$ cat src/rtl/bc_seq_pkg.sv
/*
 Shared constants and carriers for the bus-controller option sequencer.
 Assumes a single 125 MHz clock domain.
*/
package bc_seq_pkg;
	localparam int CLK_PERIOD_PS = 8000;
	localparam int CLK_MHZ = 125;
	// option select stability after strobe
	localparam int SEL_HOLD_NS = 1000;
	localparam int SEL_HOLD_CYC = (SEL_HOLD_NS * 1000 + CLK_PERIOD_PS - 1) / CLK_PERIOD_PS;
	// good-block pulse
	localparam int GOOD_BLOCK_NS = 500;
	localparam int GOOD_BLOCK_CYC = (GOOD_BLOCK_NS * 1000) / CLK_PERIOD_PS;
	// bus bit time (1 us) and half bit
	localparam int BIT_NS = 1000;
	localparam int HALF_BIT_CYC = (BIT_NS * 1000) / CLK_PERIOD_PS / 2;
	// byte strobe pulse width and gap
	localparam int STROBE_CYC = 4;
	// word field positions
	localparam int TR_BIT = 10;
	localparam int WC_LSB = 0;
	localparam int WC_W = 5;
	localparam int WORD_W = 16;
	localparam int FRAME_BITS = 20;
	localparam int RX_TIMEOUT_CYC = 2000;

	typedef enum logic [1:0]
	{
		OP_MESSAGE = 2'h0,
		OP_COMMAND_ONLY = 2'h1,
		OP_DATA_ONLY = 2'h2,
		OP_MODE_DATA = 2'h3
	} op_e;

	typedef enum logic [1:0]
	{
		SYNC_DATA = 2'h0,
		SYNC_CMD_STAT = 2'h1
	} sync_e;

	typedef struct packed
	{
		logic pos;
		logic neg;
	} manchester_s;

	typedef struct packed
	{
		logic valid;
		logic is_cmd_stat;
		logic [15:0] word;
	} rx_word_s;
endpackage

$ cat src/rtl/manchester_tx.sv
/*
 Manchester II word encoder with sync and odd parity.
 Assumes start is a one-cycle pulse while idle; outputs are registered.
*/
`timescale 1ns/1ps
module manchester_tx
	import bc_seq_pkg::*;
#(
	parameter int HALF = HALF_BIT_CYC
)
(
	input wire logic clk,
	input wire logic rstn,
	input wire logic start,
	input wire logic sync_cmd,
	input wire logic [15:0] word,
	output logic busy,
	output manchester_s line
);
	initial
	begin
		if (HALF < 1)
			$error("half bit too short");
	end

	// 40 half-bit cells: 6 sync, 32 data, 2 parity
	logic [39:0] cells;
	logic [5:0] cell_cnt;
	logic [15:0] half_cnt;

	function automatic logic [39:0] build(input logic cmd, input logic [15:0] w);
		logic [39:0] c;
		logic par;
		c = '0;
		par = ~^w;
		c[39:34] = cmd ? 6'h38 : 6'h07;
		for (int i = 0; i < 16; i++)
			c[33 - 2 * i -: 2] = w[15 - i] ? 2'h2 : 2'h1;
		c[1:0] = par ? 2'h2 : 2'h1;
		return c;
	endfunction

	always_ff @(posedge clk or negedge rstn)
	begin
		if (!rstn)
		begin
			busy <= 1'b0;
			cells <= '0;
			cell_cnt <= '0;
			half_cnt <= '0;
		end
		else if (start && !busy)
		begin
			busy <= 1'b1;
			cells <= build(sync_cmd, word);
			cell_cnt <= 6'h27;
			half_cnt <= HALF[15:0] - 16'h1;
		end
		else if (busy)
		begin
			if (half_cnt != '0)
				half_cnt <= half_cnt - 16'h1;
			else if (cell_cnt == '0)
				busy <= 1'b0;
			else
			begin
				half_cnt <= HALF[15:0] - 16'h1;
				cell_cnt <= cell_cnt - 6'h1;
				cells <= {cells[38:0], 1'b0};
			end
		end
	end

	always_ff @(posedge clk or negedge rstn)
	begin
		if (!rstn)
			line <= '0;
		else if (busy)
			line <= '{pos: cells[39], neg: ~cells[39]};
		else
			line <= '0;
	end
endmodule

$ cat src/rtl/bus_controller_option_sequencer.sv
/*
 Bus-controller option sequencer: decodes four operations, fetches words
 from external latches over the byte highway, transmits them, and hands
 received words back to the subsystem.
 Assumes Manchester receive lines are already decoded to words upstream
 (rx_in, same clock); strap and control pins are asynchronous.
*/
`timescale 1ns/1ps
module bus_controller_option_sequencer
	import bc_seq_pkg::*;
#(
	parameter int GB_CYC = GOOD_BLOCK_CYC,
	parameter int TIMEOUT = RX_TIMEOUT_CYC
)
(
	input wire logic clk,
	input wire logic rstn,
	input wire logic terminal_controller_select,
	input wire logic operation_select_a,
	input wire logic operation_select_b,
	input wire logic operation_strobe_n,
	input wire logic passive_monitor,
	input wire logic bus_select,
	input wire logic [4:0] terminal_address_lines,
	input wire logic terminal_address_parity,
	input wire logic [1:0] broadcast_recognition_enable,
	input wire logic [7:0] byte_highway_in,
	output logic [7:0] byte_highway_out,
	output logic byte_highway_oe,
	input wire logic transfer_acknowledge_n,
	input wire rx_word_s rx_in,
	output logic next_operation_ready,
	output logic command_word_latch_enable_n,
	output logic vector_or_data_word_enable_n,
	output logic transfer_request_n,
	output logic byte_transfer_strobe_n,
	output logic byte_select_high,
	output logic [4:0] current_word_index,
	output logic good_block_pulse_n,
	output logic mode_data_strobe_n,
	output logic status_word_strobe_n,
	output logic [1:0] tx_enable_n,
	output manchester_s tx_line,
	output logic [4:0] own_address,
	output logic address_ok,
	output logic rx_error
);
	initial
	begin
		if (GB_CYC < 1 || TIMEOUT < 1)
			$error("bad timing parameter");
	end

	typedef enum logic [3:0]
	{
		S_IDLE = 4'h0,
		S_HOLD = 4'h1,
		S_FETCH = 4'h3,
		S_SEND = 4'h2,
		S_WAIT_TX = 4'h6,
		S_RECEIVE = 4'h7,
		S_OUT = 4'h5,
		S_DONE = 4'h4
	} state_e;

	// ----------------------------------------------------------------
	// input synchronisers
	// ----------------------------------------------------------------
	logic [12:0] sync_a;
	logic [12:0] sync_b;
	always_ff @(posedge clk or negedge rstn)
	begin
		if (!rstn)
		begin
			sync_a <= 13'h1fff;
			sync_b <= 13'h1fff;
		end
		else
		begin
			sync_a <= {terminal_controller_select, operation_select_a, operation_select_b,
				operation_strobe_n, passive_monitor, bus_select, transfer_acknowledge_n,
				broadcast_recognition_enable, 4'h0};
			sync_b <= sync_a;
		end
	end
	logic mode_bc;
	logic sel_a;
	logic sel_b;
	logic stb_n;
	logic monitor;
	logic bus_num;
	logic ack_n;
	logic [1:0] bcast_en;
	assign mode_bc = ~sync_b[12];
	assign sel_a = sync_b[11];
	assign sel_b = sync_b[10];
	assign stb_n = sync_b[9];
	assign monitor = sync_b[8];
	assign bus_num = sync_b[7];
	assign ack_n = sync_b[6];
	assign bcast_en = sync_b[5:4];

	// straps caught after reset release
	logic strap_done;
	always_ff @(posedge clk or negedge rstn)
	begin
		if (!rstn)
		begin
			own_address <= '0;
			address_ok <= 1'b0;
			strap_done <= 1'b0;
		end
		else if (!strap_done)
		begin
			strap_done <= 1'b1;
			own_address <= terminal_address_lines;
			address_ok <= ^{terminal_address_lines, terminal_address_parity};
		end
	end

	// ----------------------------------------------------------------
	// strobe edge and operation latch
	// ----------------------------------------------------------------
	logic stb_prev;
	logic stb_fall;
	always_ff @(posedge clk or negedge rstn)
	begin
		if (!rstn)
			stb_prev <= 1'b1;
		else
			stb_prev <= stb_n;
	end
	assign stb_fall = stb_prev && !stb_n;

	state_e state;
	op_e op;
	logic [15:0] hold_cnt;
	logic [15:0] word_buf;
	logic [5:0] words_left;
	logic fetch_data;
	logic remote_tx;
	logic [2:0] phase;
	logic [7:0] pcnt;
	logic tx_start;
	logic tx_sync_cmd;
	logic tx_busy;
	manchester_s tx_raw;
	logic [15:0] rx_cnt;
	logic [15:0] gb_cnt;
	logic [1:0] out_kind;

	// phase walk for a two-byte highway transfer
	function automatic logic phase_end(input logic [7:0] c);
		return c == 8'(STROBE_CYC - 1);
	endfunction

	// broadcast commands ignored on a bus with recognition disabled
	function automatic logic rx_accept(input rx_word_s w, input logic [1:0] en, input logic b);
		return w.valid && !(w.is_cmd_stat && w.word[15:11] == 5'h1f && !en[b]);
	endfunction

	always_ff @(posedge clk or negedge rstn)
	begin
		if (!rstn)
		begin
			state <= S_IDLE;
			op <= OP_MESSAGE;
			hold_cnt <= '0;
			word_buf <= '0;
			words_left <= '0;
			fetch_data <= 1'b0;
			remote_tx <= 1'b0;
			phase <= '0;
			pcnt <= '0;
			tx_start <= 1'b0;
			tx_sync_cmd <= 1'b0;
			rx_cnt <= '0;
			out_kind <= '0;
			rx_error <= 1'b0;
			current_word_index <= '0;
		end
		else
		begin
			tx_start <= 1'b0;
			case (state)
				S_IDLE:
				begin
					if (mode_bc && stb_fall)
					begin
						op <= op_e'({sel_b, sel_a});
						hold_cnt <= 16'(SEL_HOLD_CYC);
						state <= S_HOLD;
					end
					else if (mode_bc && monitor && op == OP_MODE_DATA && rx_accept(rx_in, bcast_en, bus_num))
					begin
						word_buf <= rx_in.word;
						out_kind <= rx_in.is_cmd_stat ? 2'h1 : 2'h2;
						phase <= '0;
						pcnt <= '0;
						state <= S_OUT;
					end
				end
				S_HOLD:
				begin
					// selects re-sampled at the end of the stable window
					if (hold_cnt != '0)
						hold_cnt <= hold_cnt - 16'h1;
					else
					begin
						op <= op_e'({sel_b, sel_a});
						fetch_data <= (op_e'({sel_b, sel_a}) == OP_DATA_ONLY);
						current_word_index <= '0;
						rx_error <= 1'b0;
						phase <= '0;
						pcnt <= '0;
						rx_cnt <= '0;
						state <= ({sel_b, sel_a} == 2'h3) ? S_RECEIVE : S_FETCH;
					end
				end
				S_FETCH:
				begin
					// two strobe pulses: high byte, then low byte
					if (phase_end(pcnt))
					begin
						pcnt <= '0;
						phase <= phase + 3'h1;
						if (phase == 3'h1)
							word_buf[15:8] <= byte_highway_in;
						if (phase == 3'h3)
						begin
							word_buf[7:0] <= byte_highway_in;
							state <= S_SEND;
						end
					end
					else
						pcnt <= pcnt + 8'h1;
				end
				S_SEND:
				begin
					tx_start <= 1'b1;
					tx_sync_cmd <= !fetch_data;
					state <= S_WAIT_TX;
					if (op == OP_MESSAGE && !fetch_data)
					begin
						// T/R bit taken as is: remote transmit means we receive
						remote_tx <= word_buf[TR_BIT];
						words_left <= (word_buf[4:0] == '0) ? 6'h20 : {1'b0, word_buf[4:0]};
					end
				end
				S_WAIT_TX:
				begin
					if (!tx_start && !tx_busy)
					begin
						phase <= '0;
						pcnt <= '0;
						if (op == OP_MESSAGE && !remote_tx && words_left != '0)
						begin
							fetch_data <= 1'b1;
							words_left <= words_left - 6'h1;
							if (fetch_data)
								current_word_index <= current_word_index + 5'h1;
							state <= S_FETCH;
						end
						else if (op == OP_MESSAGE)
						begin
							rx_cnt <= '0;
							state <= S_RECEIVE;
						end
						else
							state <= S_DONE;
					end
				end
				S_RECEIVE:
				begin
					rx_cnt <= rx_cnt + 16'h1;
					if (rx_cnt == 16'(TIMEOUT))
					begin
						rx_error <= 1'b1;
						state <= S_DONE;
					end
					else if (rx_accept(rx_in, bcast_en, bus_num))
					begin
						rx_cnt <= '0;
						word_buf <= rx_in.word;
						phase <= '0;
						pcnt <= '0;
						out_kind <= rx_in.is_cmd_stat ? 2'h1 : (op == OP_MODE_DATA ? 2'h2 : 2'h3);
						state <= S_OUT;
					end
				end
				S_OUT:
				begin
					if (out_kind == 2'h3 && phase == 3'h0 && ack_n)
						pcnt <= '0;
					else if (phase_end(pcnt))
					begin
						pcnt <= '0;
						phase <= phase + 3'h1;
						if (phase == 3'h4)
						begin
							if (out_kind == 2'h3)
								current_word_index <= current_word_index + 5'h1;
							if (monitor && op == OP_MODE_DATA)
								state <= S_IDLE;
							else if (out_kind == 2'h1 || op == OP_MODE_DATA)
								state <= S_DONE;
							else
							begin
								rx_cnt <= '0;
								state <= S_RECEIVE;
							end
						end
					end
					else
						pcnt <= pcnt + 8'h1;
				end
				S_DONE:
				begin
					if (stb_n)
						state <= S_IDLE;
				end
				default:
					state <= S_IDLE;
			endcase
		end
	end

	// ----------------------------------------------------------------
	// subsystem handshake outputs
	// ----------------------------------------------------------------
	logic strobe_on;
	assign strobe_on = (phase == 3'h1 || phase == 3'h3);
	always_ff @(posedge clk or negedge rstn)
	begin
		if (!rstn)
		begin
			next_operation_ready <= 1'b0;
			command_word_latch_enable_n <= 1'b1;
			vector_or_data_word_enable_n <= 1'b1;
			transfer_request_n <= 1'b1;
			byte_transfer_strobe_n <= 1'b1;
			byte_select_high <= 1'b1;
			mode_data_strobe_n <= 1'b1;
			status_word_strobe_n <= 1'b1;
			byte_highway_out <= '0;
			byte_highway_oe <= 1'b0;
		end
		else
		begin
			next_operation_ready <= (state == S_IDLE) && mode_bc;
			byte_select_high <= (phase < 3'h2);
			command_word_latch_enable_n <= !(state == S_FETCH && !fetch_data);
			vector_or_data_word_enable_n <= !(state == S_FETCH && op == OP_DATA_ONLY);
			transfer_request_n <= !((state == S_FETCH && fetch_data && op == OP_MESSAGE)
				|| (state == S_OUT && out_kind == 2'h3));
			byte_transfer_strobe_n <= !(strobe_on && (state == S_FETCH
				|| (state == S_OUT && out_kind == 2'h3)));
			status_word_strobe_n <= !(strobe_on && state == S_OUT && out_kind == 2'h1);
			mode_data_strobe_n <= !(strobe_on && state == S_OUT && out_kind == 2'h2);
			byte_highway_oe <= (state == S_OUT);
			byte_highway_out <= (phase < 3'h2) ? word_buf[15:8] : word_buf[7:0];
		end
	end

	// good-block timer after a clean received block
	always_ff @(posedge clk or negedge rstn)
	begin
		if (!rstn)
		begin
			gb_cnt <= '0;
			good_block_pulse_n <= 1'b1;
		end
		else if (state == S_OUT && phase == 3'h4 && phase_end(pcnt) && out_kind == 2'h1
			&& op == OP_MESSAGE && remote_tx && !rx_error)
		begin
			gb_cnt <= 16'(GB_CYC);
			good_block_pulse_n <= 1'b0;
		end
		else if (gb_cnt > 16'h1)
			gb_cnt <= gb_cnt - 16'h1;
		else
		begin
			gb_cnt <= '0;
			good_block_pulse_n <= 1'b1;
		end
	end

	// ----------------------------------------------------------------
	// transmitter
	// ----------------------------------------------------------------
	manchester_tx #(.HALF(HALF_BIT_CYC)) u_tx
	(
		.clk(clk),
		.rstn(rstn),
		.start(tx_start),
		.sync_cmd(tx_sync_cmd),
		.word(word_buf),
		.busy(tx_busy),
		.line(tx_raw)
	);

	always_ff @(posedge clk or negedge rstn)
	begin
		if (!rstn)
		begin
			tx_line <= '0;
			tx_enable_n <= 2'h3;
		end
		else
		begin
			tx_line <= tx_raw;
			tx_enable_n[0] <= !(tx_busy && !bus_num);
			tx_enable_n[1] <= !(tx_busy && bus_num);
		end
	end
endmodule

$ cat config.mk
export PLATFORM = sky130hd
export DESIGN_NAME = bus_controller_option_sequencer
export DESIGN_NICKNAME = d
export VERILOG_FILES = /design/src/rtl/bc_seq_pkg.sv /design/src/rtl/manchester_tx.sv /design/src/rtl/bus_controller_option_sequencer.sv
export SDC_FILE = /design/constraint.sdc
export NUM_CORES = 1
export LEC_CHECK = 0
export ABC_AREA = 1
export BUFFER_PORTS_ARGS = -buffer_cell sky130_fd_sc_hd__buf_2
export CAP_MARGIN = 30
export CORE_UTILIZATION = 25
export CTS_CLUSTER_DIAMETER = 100
export CTS_CLUSTER_SIZE = 30
export DETAILED_ROUTE_END_ITERATION = 8
export PLACE_DENSITY = 0.48
export SETUP_SLACK_MARGIN = 0.15
export SLEW_MARGIN = 20
export SYNTH_ARGS = -nofsm -noshare
export SYNTH_HDL_FRONTEND = slang
export SYNTH_SLANG_ARGS = --single-unit
$ cat constraint.sdc
create_clock -name clk -period 4.35 [get_ports clk]
set_input_delay 0.87 -clock clk [delete_from_list [all_inputs] [get_ports clk]]
set_output_delay 0.87 -clock clk [all_outputs]
set_load 0.01 [all_outputs]
[Word level (Yosys, flattened, before mapping)]
Cells that the tools add are included.
Word-level totals
  register bits after elaboration: 220
  input port bits: 43
  output and inout port bits: 34
  word-level logic and storage cells: 332
Operators by class
  add/subtract/negate cells: 9
  $lt $le $gt $ge: 3
  equal/unequal tests: 50
  mux-type cells: 134
  bitwise gates (word level): 2
  reduce and logical (&&, ||, !) cells: 91
Operators with widths (count)
  2-to-1 mux 16 bit: 24
  2-to-1 mux 40 bit: 4
  2-to-1 mux 8 bit: 11
  one-hot mux 16 bit (4 select lines): 1
  2-to-1 mux 2 bit: 28
  2-to-1 mux 6 bit: 9
  inequality test 2 bit (second input constant): 25
  2-to-1 mux 4 bit: 12
  one-hot mux 16 bit (3 select lines): 1
  one-hot mux 8 bit (6 select lines): 1
  subtractor 16 x 1 -> 16 bit (second input constant): 3
  2-to-1 mux 5 bit: 8
  logical AND 1 bit: 34
  2-to-1 mux 3 bit: 11
  one-hot mux 16 bit (2 select lines): 1
  one-hot mux 4 bit (8 select lines): 1
  nonzero test 16 bit: 2
  AND reduction 7 bit: 3
  AND reduction 10 bit: 2
  one-hot mux 3 bit (6 select lines): 1
  logical NOT 1 bit: 17
  adder 16 x 1 -> 16 bit (second input constant): 1
  equality test 16 x 11 -> 1 bit (second input constant): 1
  equality test 4 x 3 -> 1 bit (second input constant): 4
  other kinds (43): 84

[Logic depth before layout (Yosys ltp)]
  depth in word-level cells: 10
  gate-level depth with buffers: 12
  gate-level depth less buffers: 11

[Hierarchy]
A second synthesis with hierarchy kept.
Unflattened totals
  cell total of the unflattened synthesis: 1457
  area, all modules: 11478.5 sq um
By module, submodules not included
  bus_controller_option_sequencer: times used 1, cells an instance 981, area an instance 7973.9 sq um, seq. area each 3689.8 sq um
  manchester_tx: times used 1, cells an instance 476, area an instance 3504.6 sq um, seq. area each 1626.6 sq um

[Worst setup path before layout]
Ideal clock, no wire load.
  kind: input -> register
  start: input port rx_in[13] (netlist name)
  end: register word_buf[0]
  setup time: 0.117 ns
  arrival: 1.900 ns
  required time: 4.233 ns
  path slack: 2.333 ns
  stages on the path: 10
  buffers on the path: 0
  path through: nand2_1 > inv_1 > nand3_1 > nor2_1 > nor2_1 > nand2_1 > nand2_2 > nand3_4 > nand2_1 > nand2_1
On the way
  longest elaborated chain between the ends: 8
  elaborated cells between the ends (all ways): 9
  classes of those cells: eq/ne (3); reduce/logical (6)
Ends and longest elaborated chain
  start: declaration: RTL line bus_controller_option_sequencer.sv:31  | input wire rx_word_s rx_in,
  equality test 5 bit *: RTL line bus_controller_option_sequencer.sv:159  | return w.valid && !(w.is_cmd_stat && w.word[15:11] == 5'h1f && !en[b]);
  logical AND 1 bit * (2 in series): RTL line bus_controller_option_sequencer.sv:159
  logical NOT 1 bit *: RTL line bus_controller_option_sequencer.sv:159
  logical AND 1 bit *: RTL line bus_controller_option_sequencer.sv:159
  logical AND 1 bit: RTL line bus_controller_option_sequencer.sv:194  | else if (mode_bc && monitor && op == OP_MODE_DATA && rx_accept(rx_in, bcast_en, bus_num))
  inequality test 2 bit (no source line)
  AND reduction 7 bit (no source line) *
  end signal: assignment: RTL line bus_controller_option_sequencer.sv:196  | word_buf <= rx_in.word;
  end signal: assignment: RTL line bus_controller_option_sequencer.sv:231  | word_buf[7:0] <= byte_highway_in;
  end signal: assignment: RTL line bus_controller_option_sequencer.sv:284  | word_buf <= rx_in.word;
  end: declaration: RTL line bus_controller_option_sequencer.sv:138  | logic [15:0] word_buf;
Every way passes the cells marked *; elsewhere a longest branch is shown, timed or not.
A chain may end at the register's enable or synchronous reset.

[Worst setup path after layout]
  start: register state[2]
  end: register word_buf[13]
On the way
  longest elaborated chain between the ends: 3
  elaborated cells between the ends (all ways): 12
  classes of those cells: eq/ne (8); mux (1); reduce/logical (3)
Ends and longest elaborated chain
  start: declaration: RTL line bus_controller_option_sequencer.sv:135  | state_e state;
  start signal: assignment: RTL line bus_controller_option_sequencer.sv:217  | state <= ({sel_b, sel_a} == 2'h3) ? S_RECEIVE : S_FETCH;
  equality test 4 x 2 -> 1 bit, or another cell as far along: RTL line bus_controller_option_sequencer.sv:185  | case (state)
  inequality test 2 bit (no source line) / nonzero test 3 bit (equally long branches)
  AND reduction 7 bit (no source line)
  end signal: assignment: RTL line bus_controller_option_sequencer.sv:196
  end signal: assignment: RTL line bus_controller_option_sequencer.sv:228  | word_buf[15:8] <= byte_highway_in;
  end signal: assignment: RTL line bus_controller_option_sequencer.sv:284
Parallel ways exist; a longest one is shown, timed or not.

==> flow_summary.ini <==
[outcome]
status = finished, final reports clean

[sta]
worst_slack_ns = 1.44
rsz0062_at_grt = false
slew_headroom = 0.365
drv_slew = 0
finalSetupViolCount = 0
setup-tns-final_ns = 0
worst_slew_pin_slew_ns = 0.952
fin_worst_skew_ns = 0.0437
fmax_mhz = 343
hold_viol_final = 0
timing.final.crit_share = 0.670
period_minus_slack_ns = 2.91

[synthesis]
synth_edf_count = 0
ys.flop_type = dfrtp_1
syn_area_um2 = 10900
ys_seq_elements = 211
synth_common_cells = 458 x nand2_1, 182 x dfrtp_1, 147 x nor2_1
synth_largest_area_cell = dfrtp_1
synth_top_area_share = 0.418
syn_nets = 1452
synth.area.top_cells = dfrtp_1 42%, nand2_1 16%, dfstp_2 7.0%
synth_cell_types = 41
synthCells = 1391
synth_seq_area_share = 0.488
synth_warnings = 0
syn_area_per_cell_um2 = 7.83
synth.most_common_cell = nand2_1
postSynth.asyncResetShare = 1.00

[hold_path]
hold_path_depth = 0
hold_class = flop to flop
hold_end = stb_prev$_DFF_PN1_
hold_start = sync_b[9]$_DFF_PN1_

[global_route]
grt_max_degree = 118
antenna_found_initial = 2
grt_overflow = 0
grt_usage = 0.134
grt_pass1_wl_um = 47800
grt_pass1_vias = 8755

[clocking]
cts_buffers = 14
cts_hold_buf = 0
clk_latency_ns = 0.53
cts_tree = yes
cts_sinks = 211
clk_path_buf_depth = 3
htree_num_levels = 1
clk_pin_slew_ns = 0.13
cts_root_buffer = clkbuf_16
cts-resized-gates = 0
post_cts_buffers = 0

[placed_design]
placement.io_buffers = 76
gp_congestion = 0.818
place_area_um2 = 12000
post-place-ws_ns = 1.47
post-dp-hpwl_um = 20600

[floorplanning]
core_area_um2 = 43000
fp.dieArea_um2 = 44400
die_y_um = 211
fp.dieW_um = 211
start_util = 0.253
io_pins = 77
rows = 76

[route]
routed-via-count = 9042
via_per_inst = 4.40
drc = 0
detail_route.wl_per_cell_um = 14.1
routed_wl_um = 29000
ant_nets = 0
first_iter_violations = 574
first_pass_iters = 6

[layout]
final_cell_area_um2 = 12500
antennaDiodeCount = 0
drive_gt1_frac = 0.122
area_growth_pct = 14.8
final_nets = 1524

[critical_path]
worstSetupPathType = flop to flop
ff2ff_setup_slack_ns = 1.44
critPathRequiredTime_ns = 4.78
r2r-start = state[2]$_DFFE_PN0P_
reg2reg_to = word_buf[13]$_DFFE_PN0P_
path_max_fanout = 23
crit_arrival_ns = 3.35
startpoint_type = flop
end_kind = flop
worstRegToRegCells = 8

[power_and_ir_drop]
powerDensity_nw_per_um2 = 616
peakVddDrop_mv = 0.257
p_leak_nw = 6.06

[flow_run]
cap_violations = 0
==> kinds of logic (layout without fill, tap and decap cells) <==
group / Yosys count / in the layout / share of synthesized area
muxes: 5 / 5 / 0.00517
DFF: 211 / 211 / 0.488
xor gates and xnor gates: 53 / 53 / 0.0426
AOI/OAI and AO/OA: 154 / 154 / 0.0763
adders and majority gates: 18 / 18 / 0.0207
other: 1 / 1 / 0.000344
buffers and inverters: 150 / 230 / 0.0547
and+or+nand+nor: 799 / 799 / 0.312
==> layout make-up <==
cell class / count / area [µm²]
clock buffers: 17 / 403
clock inverters: 7 / 135
fillers: 4690 / 30500
inverters: 123 / 462
multi-input cells: 1030 / 4980
flip-flops and latches: 211 / 5320
well taps: 585 / 732
repair buffers: 83 / 468
==> power by group <==
part | internal, mW | switching (mW)
Sequential | 2.59 | 0.522
Clock | 0.728 | 0.847
Combinational | 1.03 | 1.97
Total | 4.35 | 3.34
==> critical path, stage by stage, from the launching register on <==
cell and delay, ns:
dfrtp_1 0.49, inv_1 0.16, nand2_1 0.69, inv_1 0.57, o21ai_0 0.20, nand3_1 0.30
nor2_4 0.28, nand2_1 0.08, nand2_1 0.07
==> per-stage QoR <==
| step | std cells | total power [mW] | hold slack (ns) | utilization |
|---|---|---|---|---|
| floorplan | 1391 | 5.26 | 0.331 | - |
| global placement | 2030 | 6.12 | 0.346 | 0.278 |
| detailed placement | 2032 | 6.17 | 0.340 | 0.278 |
| CTS | 2056 | 7.80 | 0.362 | 0.291 |
| global route | 2056 | 8.42 | 0.362 | 0.291 |
| finish | 2056 | 7.69 | 0.356 | 0.291 |
==> worst max-delay path by stage <==
stage,start,to,slack (ns),cells after the start
after detailed placement,state[2]$_DFFE_PN0P_,word_buf[9]$_DFFE_PN0P_,1.47,8
final,state[2]$_DFFE_PN0P_,word_buf[13]$_DFFE_PN0P_,1.44,8
after CTS,state[2]$_DFFE_PN0P_,word_buf[13]$_DFFE_PN0P_,1.38,8
after global routing,state[2]$_DFFE_PN0P_,word_buf[13]$_DFFE_PN0P_,1.08,8
after global placement,rx_in[13],pcnt[2]$_DFFE_PN0P_,1.08,9
after floorplan,rx_in[13],word_buf[0]$_DFFE_PN0P_,2.33,10
==> metal layers <==
layer | vias to the layer above | global-route usage | share of wire
met3 | 33 | 0.0227 | 0.044
met5 | - | 0 | 0
met4 | 0 | 0.0312 | 0.021
li1 | 4604 | - | -
met1 | 4257 | 0.193 | 0.50
met2 | 148 | 0.209 | 0.44
==> sequential cells by signal (all words and copies together), names as in the netlist, 6 cells and up <==
register / count
gb_cnt: 16
hold_cnt: 16
sync_a: 9
words_left: 6
pcnt: 8
byte_highway_out: 8
word_buf: 16
u_tx.cells: 40
u_tx.half_cnt: 16
rx_cnt: 16
u_tx.cell_cnt: 6
sync_b: 9
==> placed cells by master, fill, tap and decap left out, types with 4 or more instances in the layout <==
master / netlist / final
ha_1: 18 / 18
nor2_1: 147 / 146
nand3_1: 96 / 96
nand4_1: 37 / 37
clkbuf_16: 0 / 15
nand3b_1: 10 / 10
nor2_2: 3 / 4
buf_2: 17 / 75
nand2_1: 458 / 457
xor2_1: 38 / 38
dfstp_2: 29 / 29
inv_1: 115 / 115
nor3_1: 17 / 17
or2_2: 11 / 11
o22ai_1: 9 / 9
dfrtp_1: 182 / 182
inv_2: 7 / 7
xnor2_1: 15 / 15
o31ai_1: 5 / 5
a21oi_1: 18 / 18
mux2_2: 5 / 5
o21ai_0: 109 / 109
nand2_2: 7 / 8
clkinv_8: 0 / 4
buf_4: 1 / 5
No activity file was read; power rests on OpenSTA's default activity.
